<file path="config.mk">
export PLATFORM = sky130hd
export DESIGN_NAME = tksp_core
export DESIGN_NICKNAME = d
export VERILOG_FILES = /design/src/tksp_pkg.sv /design/src/tksp_burst_if.sv /design/src/tksp_burst.sv /design/src/tksp_core.sv
export VERILOG_INCLUDE_DIRS = /design/src
export SDC_FILE = /design/constraint.sdc
export NUM_CORES = 1
export LEC_CHECK = 0
export ABC_AREA = 1
export CORE_MARGIN = 4
export CORE_UTILIZATION = 55
export DETAILED_ROUTE_END_ITERATION = 8
export DONT_BUFFER_PORTS = 1
export PLACE_DENSITY = 0.7
export SYNTH_ARGS = -nofsm -noshare
export SYNTH_HDL_FRONTEND = slang
export SYNTH_HIERARCHICAL = 1
export SYNTH_SLANG_ARGS = --single-unit
</file>
<file path="constraint.sdc">
create_clock -name mclk -period 4.75 [get_ports mclk]
set_clock_uncertainty 0.05 [all_clocks]
set_input_delay 0.475 -clock mclk [delete_from_list [all_inputs] [get_ports mclk]]
set_output_delay 0.475 -clock mclk [all_outputs]
set_load 0.05 [all_outputs]
</file>
<file path="src/tksp_defs.svh">
`ifndef TKSP_DEFS_SVH
`define TKSP_DEFS_SVH

`define TKSP_CLK_HZ 32'h07735940
`define TKSP_INTEG_LIMIT 3'h4
`define TKSP_THRESHOLD 16'h000a
`define TKSP_HYSTERESIS 16'h0005
`define TKSP_MAXDUR_S 32'h0000001e
`define TKSP_DRIFT_UP_BURSTS 8'h40
`define TKSP_DRIFT_DN_BURSTS 8'h08
`define TKSP_DRIFT_STEP 16'h0001
`define TKSP_CYC_NOM 8'h28
`define TKSP_SPREAD_PERMIL 16'h004b
`define TKSP_PERMIL 16'h03e8
`define TKSP_LFSR_INIT 8'h5a
`define TKSP_DISCH_CYC 8'h40
`define TKSP_BURST_MAX 16'hffff

`endif

</file>
<file path="src/tksp_pkg.sv">
package tksp_pkg;
    typedef enum logic [1:0] {
        ST_CAL_START,
        ST_CAL_WAIT,
        ST_MEAS_START,
        ST_MEAS_WAIT
    } tksp_core_state_t;

    typedef enum logic [1:0] {
        BS_IDLE,
        BS_DISCH,
        BS_CHARGE,
        BS_XFER
    } tksp_burst_state_t;

    typedef logic [15:0] tksp_count_t;
endpackage

</file>
<file path="src/tksp_burst_if.sv">
`timescale 1ns/100ps
interface tksp_burst_if;
    logic start;
    logic done;
    tksp_pkg::tksp_count_t result;

    modport core (output start, input done, input result);
    modport burst (input start, output done, output result);
endinterface

</file>
<file path="src/tksp_burst.sv">
`timescale 1ns/100ps
`include "tksp_defs.svh"
module tksp_burst (
    input wire logic mclk,
    input wire logic rst_n,
    tksp_burst_if.burst bus,
    input wire logic electrodeSenseIn,
    output logic electrodeSenseOut,
    output logic electrodeSenseOe,
    input wire logic sampleCapIn,
    output logic sampleCapOut,
    output logic sampleCapOe
);
    localparam logic [7:0] SPREAD = 8'((`TKSP_CYC_NOM * `TKSP_SPREAD_PERMIL) / `TKSP_PERMIL);

    tksp_pkg::tksp_burst_state_t state_ff, nxt_state;
    logic [7:0] phase_ff, nxt_phase;
    logic [7:0] period_ff, nxt_period;
    logic [7:0] lfsr_ff, nxt_lfsr;
    tksp_pkg::tksp_count_t cnt_ff, nxt_cnt;
    logic done_ff, nxt_done;
    tksp_pkg::tksp_count_t result_ff, nxt_result;

    // Period drawn within nominal +/- spread, 7 values, nominal drawn twice as often as the others
    function automatic logic [7:0] spreadPeriod(input logic [7:0] rnd);
        logic [7:0] pick;
        pick = (rnd[2:0] == 3'h7) ? SPREAD : {5'h0, rnd[2:0]};
        spreadPeriod = `TKSP_CYC_NOM - SPREAD + pick * SPREAD / 8'h3;
    endfunction

    assign bus.done = done_ff;
    assign bus.result = result_ff;

    always_comb begin
        nxt_state = state_ff;
        nxt_phase = phase_ff;
        nxt_period = period_ff;
        nxt_lfsr = {lfsr_ff[6:0], lfsr_ff[7] ^ lfsr_ff[5] ^ lfsr_ff[4] ^ lfsr_ff[3]};
        nxt_cnt = cnt_ff;
        nxt_done = 1'b0;
        nxt_result = result_ff;
        electrodeSenseOut = 1'b0;
        electrodeSenseOe = 1'b0;
        sampleCapOut = 1'b0;
        sampleCapOe = 1'b0;
        case (state_ff)
            tksp_pkg::BS_IDLE: begin
                nxt_phase = 8'h0;
            end
            tksp_pkg::BS_DISCH: begin
                // Empty Cs so every burst starts from the same point
                electrodeSenseOe = 1'b1;
                sampleCapOe = 1'b1;
                nxt_phase = phase_ff + 8'h1;
                if (phase_ff == `TKSP_DISCH_CYC) begin
                    nxt_state = tksp_pkg::BS_CHARGE;
                    nxt_phase = 8'h0;
                    nxt_period = spreadPeriod(lfsr_ff);
                end
            end
            tksp_pkg::BS_CHARGE: begin
                electrodeSenseOut = 1'b1;
                electrodeSenseOe = 1'b1;
                sampleCapOe = 1'b1;
                nxt_phase = phase_ff + 8'h1;
                if (phase_ff == (period_ff >> 1)) begin
                    nxt_state = tksp_pkg::BS_XFER;
                end
            end
            default: begin
                nxt_phase = phase_ff + 8'h1;
                if (phase_ff == period_ff) begin
                    nxt_cnt = cnt_ff + 16'h1;
                    nxt_phase = 8'h0;
                    nxt_period = spreadPeriod(lfsr_ff);
                    nxt_state = tksp_pkg::BS_CHARGE;
                    if (sampleCapIn || cnt_ff == `TKSP_BURST_MAX - 16'h1) begin
                        nxt_state = tksp_pkg::BS_IDLE;
                        nxt_done = 1'b1;
                        nxt_result = cnt_ff + 16'h1;
                    end
                end
            end
        endcase
        // Start restarts any burst so recalibration never reuses an old one
        if (bus.start) begin
            nxt_state = tksp_pkg::BS_DISCH;
            nxt_phase = 8'h0;
            nxt_cnt = 16'h0;
            nxt_done = 1'b0;
            nxt_result = result_ff;
        end
    end

    always_ff @(posedge mclk or negedge rst_n) begin
        if (!rst_n) begin
            state_ff <= tksp_pkg::BS_IDLE;
            phase_ff <= 8'h0;
            period_ff <= `TKSP_CYC_NOM;
            lfsr_ff <= `TKSP_LFSR_INIT;
            cnt_ff <= 16'h0;
            done_ff <= 1'b0;
            result_ff <= 16'h0;
        end else begin
            state_ff <= nxt_state;
            phase_ff <= nxt_phase;
            period_ff <= nxt_period;
            lfsr_ff <= nxt_lfsr;
            cnt_ff <= nxt_cnt;
            done_ff <= nxt_done;
            result_ff <= nxt_result;
        end
    end
endmodule

</file>
<file path="src/tksp_core.sv">
`timescale 1ns/100ps
`include "tksp_defs.svh"
// How it works
// - Measure by bursts of charge-transfer cycles
// - Touch only after four consecutive detecting bursts
// - Non-detecting burst clears integrator at once
// - Detection means signal ten above reference, five once touched
// - Recalibrate when detection outlasts about thirty seconds
// - Timeout recalibration leaves toggle state alone
// - Recalibrate at power-up, timeout, override release
// - Reference tracks slowly, frozen during detection
// - Threshold and hysteresis follow the reference
// - Reference falls faster than it rises
// - Burst oscillator spread plus minus 7.5 percent
module tksp_core #(
    parameter logic [31:0] MAX_DUR_CYC = 32'(64'(`TKSP_MAXDUR_S) * 64'(`TKSP_CLK_HZ))
) (
    input wire logic mclk,
    input wire logic rst_n,
    input wire logic electrodeSenseIn,
    output logic electrodeSenseOut,
    output logic electrodeSenseOe,
    input wire logic sampleCapIn,
    output logic sampleCapOut,
    output logic sampleCapOe,
    input wire logic overrideRelease,
    output logic touchDetect,
    output logic recalPulse,
    output tksp_pkg::tksp_count_t referenceLevel,
    output tksp_pkg::tksp_count_t signalLevel
);
    tksp_burst_if burstBus ();

    tksp_burst u_burst (
        .mclk(mclk),
        .rst_n(rst_n),
        .bus(burstBus.burst),
        .electrodeSenseIn(electrodeSenseIn),
        .electrodeSenseOut(electrodeSenseOut),
        .electrodeSenseOe(electrodeSenseOe),
        .sampleCapIn(sampleCapIn),
        .sampleCapOut(sampleCapOut),
        .sampleCapOe(sampleCapOe)
    );

    ////////////////////////////////////////////////////////////////////////////
    tksp_pkg::tksp_core_state_t state_ff, nxt_state;
    tksp_pkg::tksp_count_t ref_ff, nxt_ref;
    tksp_pkg::tksp_count_t sig_ff, nxt_sig;
    logic [2:0] integCnt_ff, nxt_integCnt;
    logic touch_ff, nxt_touch;
    logic [31:0] durCnt_ff, nxt_durCnt;
    logic [7:0] driftCnt_ff, nxt_driftCnt;
    logic recal_ff, nxt_recal;
    logic aboveThr, aboveHyst, detecting, timeout;

    // True when level sits at least margin above the reference
    function automatic logic exceeds(input logic [15:0] lvl, input logic [15:0] refl, input logic [15:0] margin);
        exceeds = {1'b0, lvl} >= {1'b0, refl} + {1'b0, margin};
    endfunction

    assign burstBus.start = (state_ff == tksp_pkg::ST_CAL_START) || (state_ff == tksp_pkg::ST_MEAS_START);
    assign aboveThr = exceeds(burstBus.result, ref_ff, `TKSP_THRESHOLD);
    assign aboveHyst = exceeds(burstBus.result, ref_ff, `TKSP_HYSTERESIS);
    assign detecting = touch_ff ? aboveHyst : aboveThr;
    assign timeout = touch_ff && durCnt_ff >= MAX_DUR_CYC - 32'h1;
    assign touchDetect = touch_ff;
    assign recalPulse = recal_ff;
    assign referenceLevel = ref_ff;
    assign signalLevel = sig_ff;

    always_comb begin
        nxt_state = state_ff;
        nxt_ref = ref_ff;
        nxt_sig = sig_ff;
        nxt_integCnt = integCnt_ff;
        nxt_touch = touch_ff;
        nxt_durCnt = touch_ff ? durCnt_ff + 32'h1 : 32'h0;
        nxt_driftCnt = driftCnt_ff;
        nxt_recal = 1'b0;
        case (state_ff)
            tksp_pkg::ST_CAL_START: begin
                nxt_state = tksp_pkg::ST_CAL_WAIT;
            end
            tksp_pkg::ST_CAL_WAIT: begin
                if (burstBus.done) begin
                    nxt_ref = burstBus.result;
                    nxt_sig = burstBus.result;
                    nxt_integCnt = 3'h0;
                    nxt_touch = 1'b0;
                    nxt_durCnt = 32'h0;
                    nxt_driftCnt = 8'h0;
                    nxt_state = tksp_pkg::ST_MEAS_START;
                end
            end
            tksp_pkg::ST_MEAS_START: begin
                nxt_state = tksp_pkg::ST_MEAS_WAIT;
            end
            default: begin
                if (burstBus.done) begin
                    nxt_sig = burstBus.result;
                    nxt_state = tksp_pkg::ST_MEAS_START;
                    if (detecting) begin
                        nxt_driftCnt = 8'h0;
                        if (!touch_ff) begin
                            nxt_integCnt = integCnt_ff + 3'h1;
                            if (integCnt_ff == `TKSP_INTEG_LIMIT - 3'h1) begin
                                nxt_touch = 1'b1;
                                nxt_integCnt = 3'h0;
                            end
                        end
                    end else begin
                        nxt_integCnt = 3'h0;
                        nxt_touch = 1'b0;
                        // Tracking only while nothing is pending; a slow rise
                        // must not swallow an approaching finger
                        if (!touch_ff && integCnt_ff == 3'h0) begin
                            nxt_driftCnt = driftCnt_ff + 8'h1;
                            if (burstBus.result == ref_ff) begin
                                nxt_driftCnt = 8'h0;
                            end else if (burstBus.result < ref_ff) begin
                                if (driftCnt_ff >= `TKSP_DRIFT_DN_BURSTS - 8'h1) begin
                                    nxt_ref = ref_ff - `TKSP_DRIFT_STEP;
                                    nxt_driftCnt = 8'h0;
                                end
                            end else if (driftCnt_ff >= `TKSP_DRIFT_UP_BURSTS - 8'h1) begin
                                nxt_ref = ref_ff + `TKSP_DRIFT_STEP;
                                nxt_driftCnt = 8'h0;
                            end
                        end
                    end
                end
            end
        endcase
        // Obstruction or override release; no toggle state is kept here
        if (timeout || overrideRelease) begin
            nxt_state = tksp_pkg::ST_CAL_START;
            nxt_recal = 1'b1;
            nxt_integCnt = 3'h0;
            nxt_touch = 1'b0;
            nxt_durCnt = 32'h0;
        end
    end

    // Reset lands in calibration, which is the power-up recalibration
    always_ff @(posedge mclk or negedge rst_n) begin
        if (!rst_n) begin
            state_ff <= tksp_pkg::ST_CAL_START;
            ref_ff <= 16'h0;
            sig_ff <= 16'h0;
            integCnt_ff <= 3'h0;
            touch_ff <= 1'b0;
            durCnt_ff <= 32'h0;
            driftCnt_ff <= 8'h0;
            recal_ff <= 1'b0;
        end else begin
            state_ff <= nxt_state;
            ref_ff <= nxt_ref;
            sig_ff <= nxt_sig;
            integCnt_ff <= nxt_integCnt;
            touch_ff <= nxt_touch;
            durCnt_ff <= nxt_durCnt;
            driftCnt_ff <= nxt_driftCnt;
            recal_ff <= nxt_recal;
        end
    end

    logic measDone;
    assign measDone = burstBus.done && state_ff == tksp_pkg::ST_MEAS_WAIT && !timeout && !overrideRelease;

    // Drift is only legal from an idle integrator with no touch
    logic driftOpen;
    assign driftOpen = measDone && !touch_ff && integCnt_ff == 3'h0;
endmodule

</file>
==> results by group, run 1 <==
Clock tree
  – CTS resizes: 0
  – Hold-fix buffer count after cts: 1
  – Htree depth: 4
  – Post-CTS Setup Bufs: 0
  – CTS Buffer Depth: 2
  – Register clock-pin slew on the reported worst setup and hold paths: around 0.06 ns
  – CTS buffer count: 17
  – Num Clock Sinks: ~140
  – CTS tree: yes
  – CTS root buffer: clkbuf_16
  – Clock latency at the later pin of the worst-skew pair: about 0.42 ns

Detailed routing
  – DRT met1 WL: 10.5 mm
  – WL final: ~22 mm
  – Met3 wire length: 1.25 mm
  – WL per Instance: between 10 and 15 um
  – Drt first pass iters: 5
  – Uppermost layer routed: met5
  – Number of nets still failing antenna checks after routing: 0
  – Via count: around 8000
  – DR WL met2: a little under 10 mm
  – DRC viols: 0
  – Starting DRT DRC Count: ~580
  – Via density per instance: around 5.4

Die
  – DIE WIDTH: roughly 140 um
  – Starting density of the core: a little under three fifths
  – Row count: 47
  – IO Count: 43
  – Die height: about 140 um
  – Core area: roughly 17000 um^2
  – Die footprint: approximately 19000 um^2

Yosys
  – Post-synthesis sequential area ratio: a little over a third
  – Post-synthesis cell type count: 49
  – Post-synth top area share: around a third
  – Most common library cells after synthesis: 308 x nand2_1, 130 x dfrtp_1, 129 x inv_1, 116 x nor2_1, 81 x ha_1
  – Synth area leaders: dfrtp_1 34%, nand2_1 12%, ha_1 11%
  – Syn Inst Count: 1233
  – EDFF count, synth: 0
  – Most frequent cell after synthesis: nand2_1
  – Top FF cell, synth: dfrtp_1
  – Post-Syn Area: 9520 um^2
  – Asr flop ratio synth: 100%
  – Syn Area/Cell: a little under 8 um^2
  – Post-Synthesis Net Count: 1320
  – Post-synth top area cell: dfrtp_1
  – FF+latch count, synth: around 140
  – Synth warn: 6

Cells and area
  – Share of cells above drive strength 1: about a tenth
  – Area Growth Syn to Fin: 9.24%
  – FF+latch area: about 3400 um^2
  – Area occupied by multi-input gates: approximately 5400 um^2
  – Nets@finish: between 1000 and 1500
  – Diode count: 0
  – # fillers: around 1500
  – Post-Layout Cell Count: 1480

Global route
  – Largest net degree at the start of global routing: 136
  – Grt total ovfl: 0
  – Vias in the first global route: between 7000 and 8000
  – First-pass GRT wire length: between 30 and 40 mm
  – Total global routing track utilization: between 20% and 30%
  – Initial antenna violation count: 1

Pwr
  – Internal cell power: 0.00201 W
  – Pwr Total: 0.00257 W
  – Peak supply drop: 0.241 mV
  – Comb pwr share: 2.3%
  – Clock Power Share: between 50% and 60%
  – PD cells: 247 nW/um^2
  – Switching Share: between 20% and 30%
  – Switching power: about 0.00056 W
  – P_leak: 4.83 nW
  – Sequential power share: 45.1%

Critical path
  – Worst setup path class: reg2reg
  – Most common cell on crit path: nand2_1
  – Slowest cell on the critical path: dfrtp_1
  – Cell Chain, Critical Path: ha_1 -> nand2_1 -> nor4_1 -> nand2_1 -> nand2_1 -> inv_1 -> ha_1 -> nand2_1 -> o21a_1 -> o21bai_1 -> nand2_1 -> nand2_1 -> nand2_1 -> nand2_1 -> nand2_1 -> nand2_1 -> o21ai_0 -> nand3_1 -> nand2_1
  – Critical path capture point type: flip-flop
  – CP Max Fanout: 14
  – Startpoint Class: flip-flop
  – CP required: 5.01 ns
  – Slowest stage delay, CP: ~0.47 ns
  – Crit path DAT: 4.24 ns

Timing
  – TNS Setup: 0 ns
  – Worst Max-Slew Pin Slew: about 0.92 ns
  – Rel. slew slack: around two fifths
  – Final Cycle Share: a little over four fifths
  – Slew Viols, Final: 0
  – RSZ-0062 raised after global routing: no
  – Finish-stage setup viols: 0
  – Fmax achieved: around 250 MHz
  – Fin crit period: approximately 4 ns
  – Final hold vios: 0

Place
  – Placer congestion estimate: between 0.8 and 0.9
  – Port Buf Inserts: 0
  – Dpl hpwl: between 15 and 20 mm
  – Placed cells: approximately 1400

Outcome
  – Status: completed

Job
  – Max-Cap Viols: 0

Min path
  – Worst Hold Class: in2reg
==> cell type report <==
type                            count  area share (%)
Clock inverter                     10            1.40
Tap cell                          220            2.65
Inverter                          145            5.23
Sequential cell                   135            32.6
Timing Repair Buffer               23            1.88
Clock buffer                       22            4.37
Multi-Input combinational cell    925            51.9
==> stage by stage <==
stage | setup slack [ns] | util (%) | hold WS, ns | instance area [um^2]
6_report | 0.764 | 62.0 | 0.223 | 10400
3_5_place_dp | 0.831 | 58.2 | 0.134 | 9760
2_1_floorplan | 1.02 | - | 0.129 | 9520
4_1_cts | 0.787 | 62.0 | 0.0144 | 10400
3_3_place_gp | 0.899 | 58.2 | 0.133 | 9760
5_1_grt | 0.444 | 62.0 | 0.207 | 10400
==> sequential cells by signal (all words and copies together) (netlist names) <==
signal              flops
u_burst/period_ff       5
driftCnt_ff             8
integCnt_ff             3
signalLevel            16
touchDetect             1
u_burst/bus.result     16
u_burst/phase_ff        8
u_burst/lfsr_ff         8
u_burst/cnt_ff         16
u_burst/state_ff        2
state_ff                2
referenceLevel         16
u_burst/bus.done        1
recalPulse              1
durCnt_ff              32
==> critical path: cells and delay by family (launching register included) <==
| family | cells | cell delay (ns) |
|---|---|---|
| AND/OR/NAND/NOR | 13 | 1.60 |
| AO/OA/AOI/OAI | 3 | 0.63 |
| adder cells (fa/ha/maj) | 2 | 0.81 |
| flip-flops | 1 | 0.47 |
| buffers and inverters | 1 | 0.31 |
==> layer usage <==
metal  track usage [%]  vias up
li1                  -     4042
met1              33.1     3685
met2              35.8      165
met3              4.77       32
met4              5.51        2
met5                 0        -
==> placed cells by master, fill, tap and decap left out, drive strengths merged, types with 2 or more instances in the layout <==
master,netlist,layout
a21boi,4,4
a21o,3,3
a21oi,41,41
a31oi,4,4
buf,17,22
bufinv,0,3
clkbuf,11,22
clkinv,2,5
clkinvlp,0,2
dfrtp,130,130
dfstp,5,5
ha,81,81
inv,143,145
nand2,321,321
nand3,76,76
nand3b,3,3
nand4,25,25
nor2,127,127
nor3,47,47
nor3b,5,5
nor4,7,7
o211ai,3,3
o21ai,83,83
o22ai,2,2
o31ai,2,2
or2,5,5
xnor2,19,19
xor2,60,60
==> power by group through the flow <==
stage / clock [W] / combinational (W) / sequential, W
global placement: 0 / 0.0000347 / 0.00118
finish: 0.00135 / 0.0000603 / 0.00116
detailed placement: 0 / 0.0000351 / 0.00118
floorplan: 0 / 0.0000285 / 0.00118
CTS: 0.00137 / 0.0000613 / 0.00116
global route: 0.00143 / 0.0000695 / 0.00116
==> path summary, 6_finish.rpt <==
check	startpoint	endpoint	slack, ns	cells past startpoint
min in group asynchronous	rst_n	signalLevel[11]	0.56	2
worst min-delay path	overrideRelease	durCnt_ff[1]	0.22	3
worst max register to register	u_burst/bus.result[15]	referenceLevel[12]	0.76	19
max in group asynchronous	rst_n	u_burst/cnt_ff[6]	3.48	2
worst min register to register	u_burst/lfsr_ff[3]	u_burst/lfsr_ff[4]	0.32	0
worst max-delay path	u_burst/bus.result[15]	referenceLevel[12]	0.76	19
==> kinds of logic after synthesis <==
kind of cell,after synthesis,share of synthesized area [%]
AO/OA/AOI/OAI,146,8.99
flip-flops,135,35.6
buffers and inverters,173,7.72
AND/OR/NAND/NOR,617,29.6
adder cells (fa/ha/maj),82,10.9
XOR/XNOR,79,7.27
other,1,0.0394
Power figures use the tool's default switching activity.
==> inputs of run 2 (changes only) <==
--- a/config.mk
+++ b/config.mk
@@ -6,7 +6,7 @@
 export SDC_FILE = /design/constraint.sdc
 export NUM_CORES = 1
 export LEC_CHECK = 0
-export ABC_AREA = 1
+export ABC_AREA = 0
 export CORE_MARGIN = 4
 export CORE_UTILIZATION = 55
 export DETAILED_ROUTE_END_ITERATION = 8
==> constraint.sdc (replaced) <==
create_clock -name mclk -period 4 [get_ports mclk]
set_clock_uncertainty 0.05 [all_clocks]
set_input_delay 0.4 -clock mclk [delete_from_list [all_inputs] [get_ports mclk]]
set_output_delay 0.4 -clock mclk [all_outputs]
set_load 0.05 [all_outputs]
==> results by group, run 2 <==
Clock tree
  – Num Clock Sinks: 135 (unchanged)
  – CTS Buffer Depth: 2 (unchanged)
  – CTS buffer count: 17 (unchanged)
  – Htree depth: 4 (unchanged)
  – Clock latency at the later pin of the worst-skew pair: 0.42 ns (about the same)
  – CTS tree: yes
  – Register clock-pin slew on the reported worst setup and hold paths: 0.06 ns (about the same)
  – CTS root buffer: clkbuf_16

Yosys
  – Post-synthesis sequential area ratio: 37.7% (+2.2 points)
  – Post-synth top area share: 36.3% (+2.1 points)
  – Post-Syn Area: 8970 um^2 (-5.8%)
  – Synth area leaders: dfrtp_1 36%, ha_1 11%, xnor2_1 7.4%
  – Post-synthesis cell type count: 77 (+57%)
  – Post-Synthesis Net Count: 1011 (-23%)
  – Syn Area/Cell: 9.71 um^2 (+26%)
  – FF+latch count, synth: 135 (unchanged)
  – Asr flop ratio synth: 100% (unchanged)
  – Synth warn: 6 (unchanged)
  – Most common library cells after synthesis: 130 x dfrtp_1, 104 x nor2_1, 81 x ha_1, 76 x xnor2_1, 59 x nand2_1
  – Post-synth top area cell: dfrtp_1
  – Most frequent cell after synthesis: dfrtp_1
  – EDFF count, synth: 0 (unchanged)
  – Syn Inst Count: 924 (-25%)
  – Top FF cell, synth: dfrtp_1

Critical path
  – Cell Chain, Critical Path: inv_1 -> ha_1 -> nor2b_1 -> o211ai_1 -> nand4_1 -> and3_2 -> nor2_4 -> buf_4 -> ha_1 -> a21o_1 -> a31o_2 -> a31oi_2 -> o31ai_2 -> a41oi_2 -> xor2_1 -> a22oi_1 -> o2bb2ai_1
  – Slowest cell on the critical path: dfrtp_2
  – Largest delay share family, worst path: compound AO/OA/AOI/OAI gates
  – Most common cell on crit path: ha_1
  – Critical path capture point type: flip-flop
  – Crit path DAT: 4.19 ns (-0.05 ns)
  – Slowest stage delay, CP: 0.44 ns (-0.03 ns)
  – Worst setup path class: reg2reg
  – CP Max Fanout: 7 (-7)
  – Critical path buffers and inverters: 2 (+1)
  – CP required: 4.30 ns (-0.71 ns)
  – Startpoint Class: flip-flop

Pwr
  – Comb pwr share: 2.6% (+0.3 points)
  – Clock Power Share: 50.9% (-1.7 points)
  – Pwr Total: 0.00297 W (+15%)
  – Peak supply drop: 0.266 mV (+10%)
  – Sequential power share: 46.5% (+1.4 points)
  – Internal cell power: 0.00233 W (+16%)
  – Switching power: 0.000637 W (+14%)
  – PD cells: 291 nW/um^2 (+18%)
  – Switching Share: 21.5% (-0.37 points)
  – P_leak: 4.56 nW (-5.7%)

Timing
  – Fin crit period: 3.89 ns (-0.0988 ns)
  – Final hold vios: 0 (unchanged)
  – Fmax achieved: 257 MHz (+2.5%)
  – Rel. slew slack: 36.6% (-1.8 points)
  – TNS Setup: 0 ns (unchanged)
  – Worst Max-Slew Pin Slew: 0.950 ns (+0.0269 ns)
  – Finish-stage setup viols: 0 (unchanged)
  – Slew Viols, Final: 0 (unchanged)
  – RSZ-0062 raised after global routing: yes
  – Final Cycle Share: 97.2% (+13 points)
  – Hold_ws: 0.235 ns (+0.0117 ns)

Detailed routing
  – Via density per instance: 5.74 (+7.1%)
  – Via count: 6890 (-13%)
  – Drt first pass iters: 7 (+2)
  – WL final: 20.2 mm (-7.7%)
  – DRC viols: 0 (unchanged)
  – Starting DRT DRC Count: 409 (-29%)
  – WL per Instance: 16.8 um (+14%)
  – Number of nets still failing antenna checks after routing: 0 (unchanged)

Die
  – Die height: 136 um (-2.8%)
  – Row count: 46 (-2.1%)
  – Core area: 15900 um^2 (-4.9%)
  – DIE WIDTH: 136 um (-2.8%)
  – IO Count: 43 (unchanged)
  – Die footprint: 18400 um^2 (-5.4%)
  – Starting density of the core: 56.3% (-0.53 points)

Cells and area
  – # fillers: 1305 (-14%)
  – Area occupied by multi-input gates: 5330 um^2 (-1.3%)
  – Commonest cells after routing, fill and taps aside: 125 x dfrtp_1, 103 x nor2_1, 81 x ha_1
  – Finished Core Util: 64.0% (+2.0 points)
  – Max reg flops: 32 (unchanged)
  – Post-Layout Cell Count: 1201 (-19%)
  – Nets@finish: 1061 (-20%)
  – Diode count: 0 (unchanged)
  – Share of cells above drive strength 1: 17.3% (+6.9 points)
  – Commonest non-fill, non-tap cell in the layout: dfrtp_1
  – Biggest register: durCnt_ff
  – Area Growth Syn to Fin: 13.8%
  – FF+latch area: 3390 um^2 (+0.18%)

Place
  – Dpl hpwl: 14.4 mm (-8.8%)
  – Port Buf Inserts: 0 (unchanged)
  – Placer congestion estimate: 0.892 (+2.1%)
  – Placed cells: 1168 (-19%)

Global route
  – First-pass GRT wire length: 33.8 mm (-8.1%)
  – Total global routing track utilization: 23.0% (+0.043 points)
  – Largest net degree at the start of global routing: 136 (unchanged)
  – Initial antenna violation count: 0 (-1)
  – Vias in the first global route: 6772 (-9.7%)
  – Grt total ovfl: 0 (unchanged)

Job
  – Max-Cap Viols: 0 (unchanged)

Min path
  – Worst Hold Class: in2reg

Outcome
  – Status: completed
## run 2: cell types whose count changed in the layout (fill, tap and decap cells not counted), sizes merged, moves of 34 or more
cell / before / now
nand2: 321 / 60
o21ai: 83 / 30
inv: 145 / 51
mux2: 0 / 40
nand3: 76 / 34
buf: 22 / 56
xnor2: 19 / 76
## run 2: power by group through the flow
stage / sequential (W) / combinational, W / clock, W
2_1_floorplan: 0.00140 / 0.0000394 / 0
3_3_place_gp: 0.00140 / 0.0000464 / 0
3_5_place_dp: 0.00141 / 0.0000472 / 0
4_1_cts: 0.00138 / 0.0000795 / 0.00154
5_1_grt: 0.00138 / 0.0000888 / 0.00160
6_report: 0.00138 / 0.0000766 / 0.00151
## run 2: cell type report
| cell class | instances | share of cell area, % |
|---|---|---|
| clock buffers | 22 | 4.55 |
| clock inverters | 8 | 0.981 |
| inverters | 51 | 1.88 |
| multi-input cells | 712 | 52.2 |
| flip-flops and latches | 135 | 33.2 |
| well taps | 216 | 2.65 |
| repair buffers | 57 | 4.52 |
## run 2: cell families (layout without fill, tap and decap cells)
group,after synthesis,after routing,share of synthesized area (%)
other,1,1,0.0418
AND/OR/NAND/NOR,321,321,18.1
multiplexers,50,50,6.51
AO/OA/AOI/OAI,146,146,11.3
flip-flops,135,135,37.7
XOR/XNOR,112,112,10.9
buffers and inverters,77,138,3.82
adder cells (fa/ha/maj),82,82,11.5
## run 2: worst paths after layout
check,startpoint,slack (ns),cells after the start,endpoint
setup reg to reg,referenceLevel[1],0.11,17,referenceLevel[15]
min in group asynchronous,rst_n,0.62,2,u_burst/cnt_ff[14]
max in group asynchronous,rst_n,2.76,2,referenceLevel[13]
hold reg to reg,u_burst/lfsr_ff[3],0.32,0,u_burst/lfsr_ff[4]
setup / recovery,referenceLevel[1],0.11,17,referenceLevel[15]
hold / removal,overrideRelease,0.23,3,recalPulse
## run 2: per-layer routing
metal,wire length [um],vias to the layer above,track usage (%),share of wire [%]
met2,9090,163,34.9,45
met4,374,0,6.72,1.9
met3,1130,34,5.68,5.6
met5,0,-,0,0
li1,-,3390,-,-
met1,9570,3303,32.8,47
## run 2: metrics by stage
step           cell area, um^2  setup WS [ns]
4_1_cts                  10100         0.0474
2_1_floorplan             8980         0.0142
3_5_place_dp              9510         0.0732
6_report                 10200          0.113
3_3_place_gp              9510          0.136
5_1_grt                  10200        -0.0658
## run 2: timing repair
action / in CTS / in global routing
hold buffers: 2 / 0
gates cloned: 0 / 0
buffers inserted: 0 / 1
resized for setup: 1 / 22
hold endpoints to repair: 135 / 0
pin swaps: 0 / 3
endpoints found under the setup margin: 1 / 22
## run 2: worst register-to-register path, stage by stage, from the launching register on
cell and delay (ns):
dfrtp_2 0.44, inv_1 0.12, ha_1 0.36, nor2b_1 0.15, o211ai_1 0.16, nand4_1 0.09
and3_2 0.24, nor2_4 0.22, buf_4 0.18, ha_1 0.24, a21o_1 0.19, a31o_2 0.26
a31oi_2 0.19, o31ai_2 0.11, a41oi_2 0.21, xor2_1 0.28, a22oi_1 0.14, o2bb2ai_1 0.18
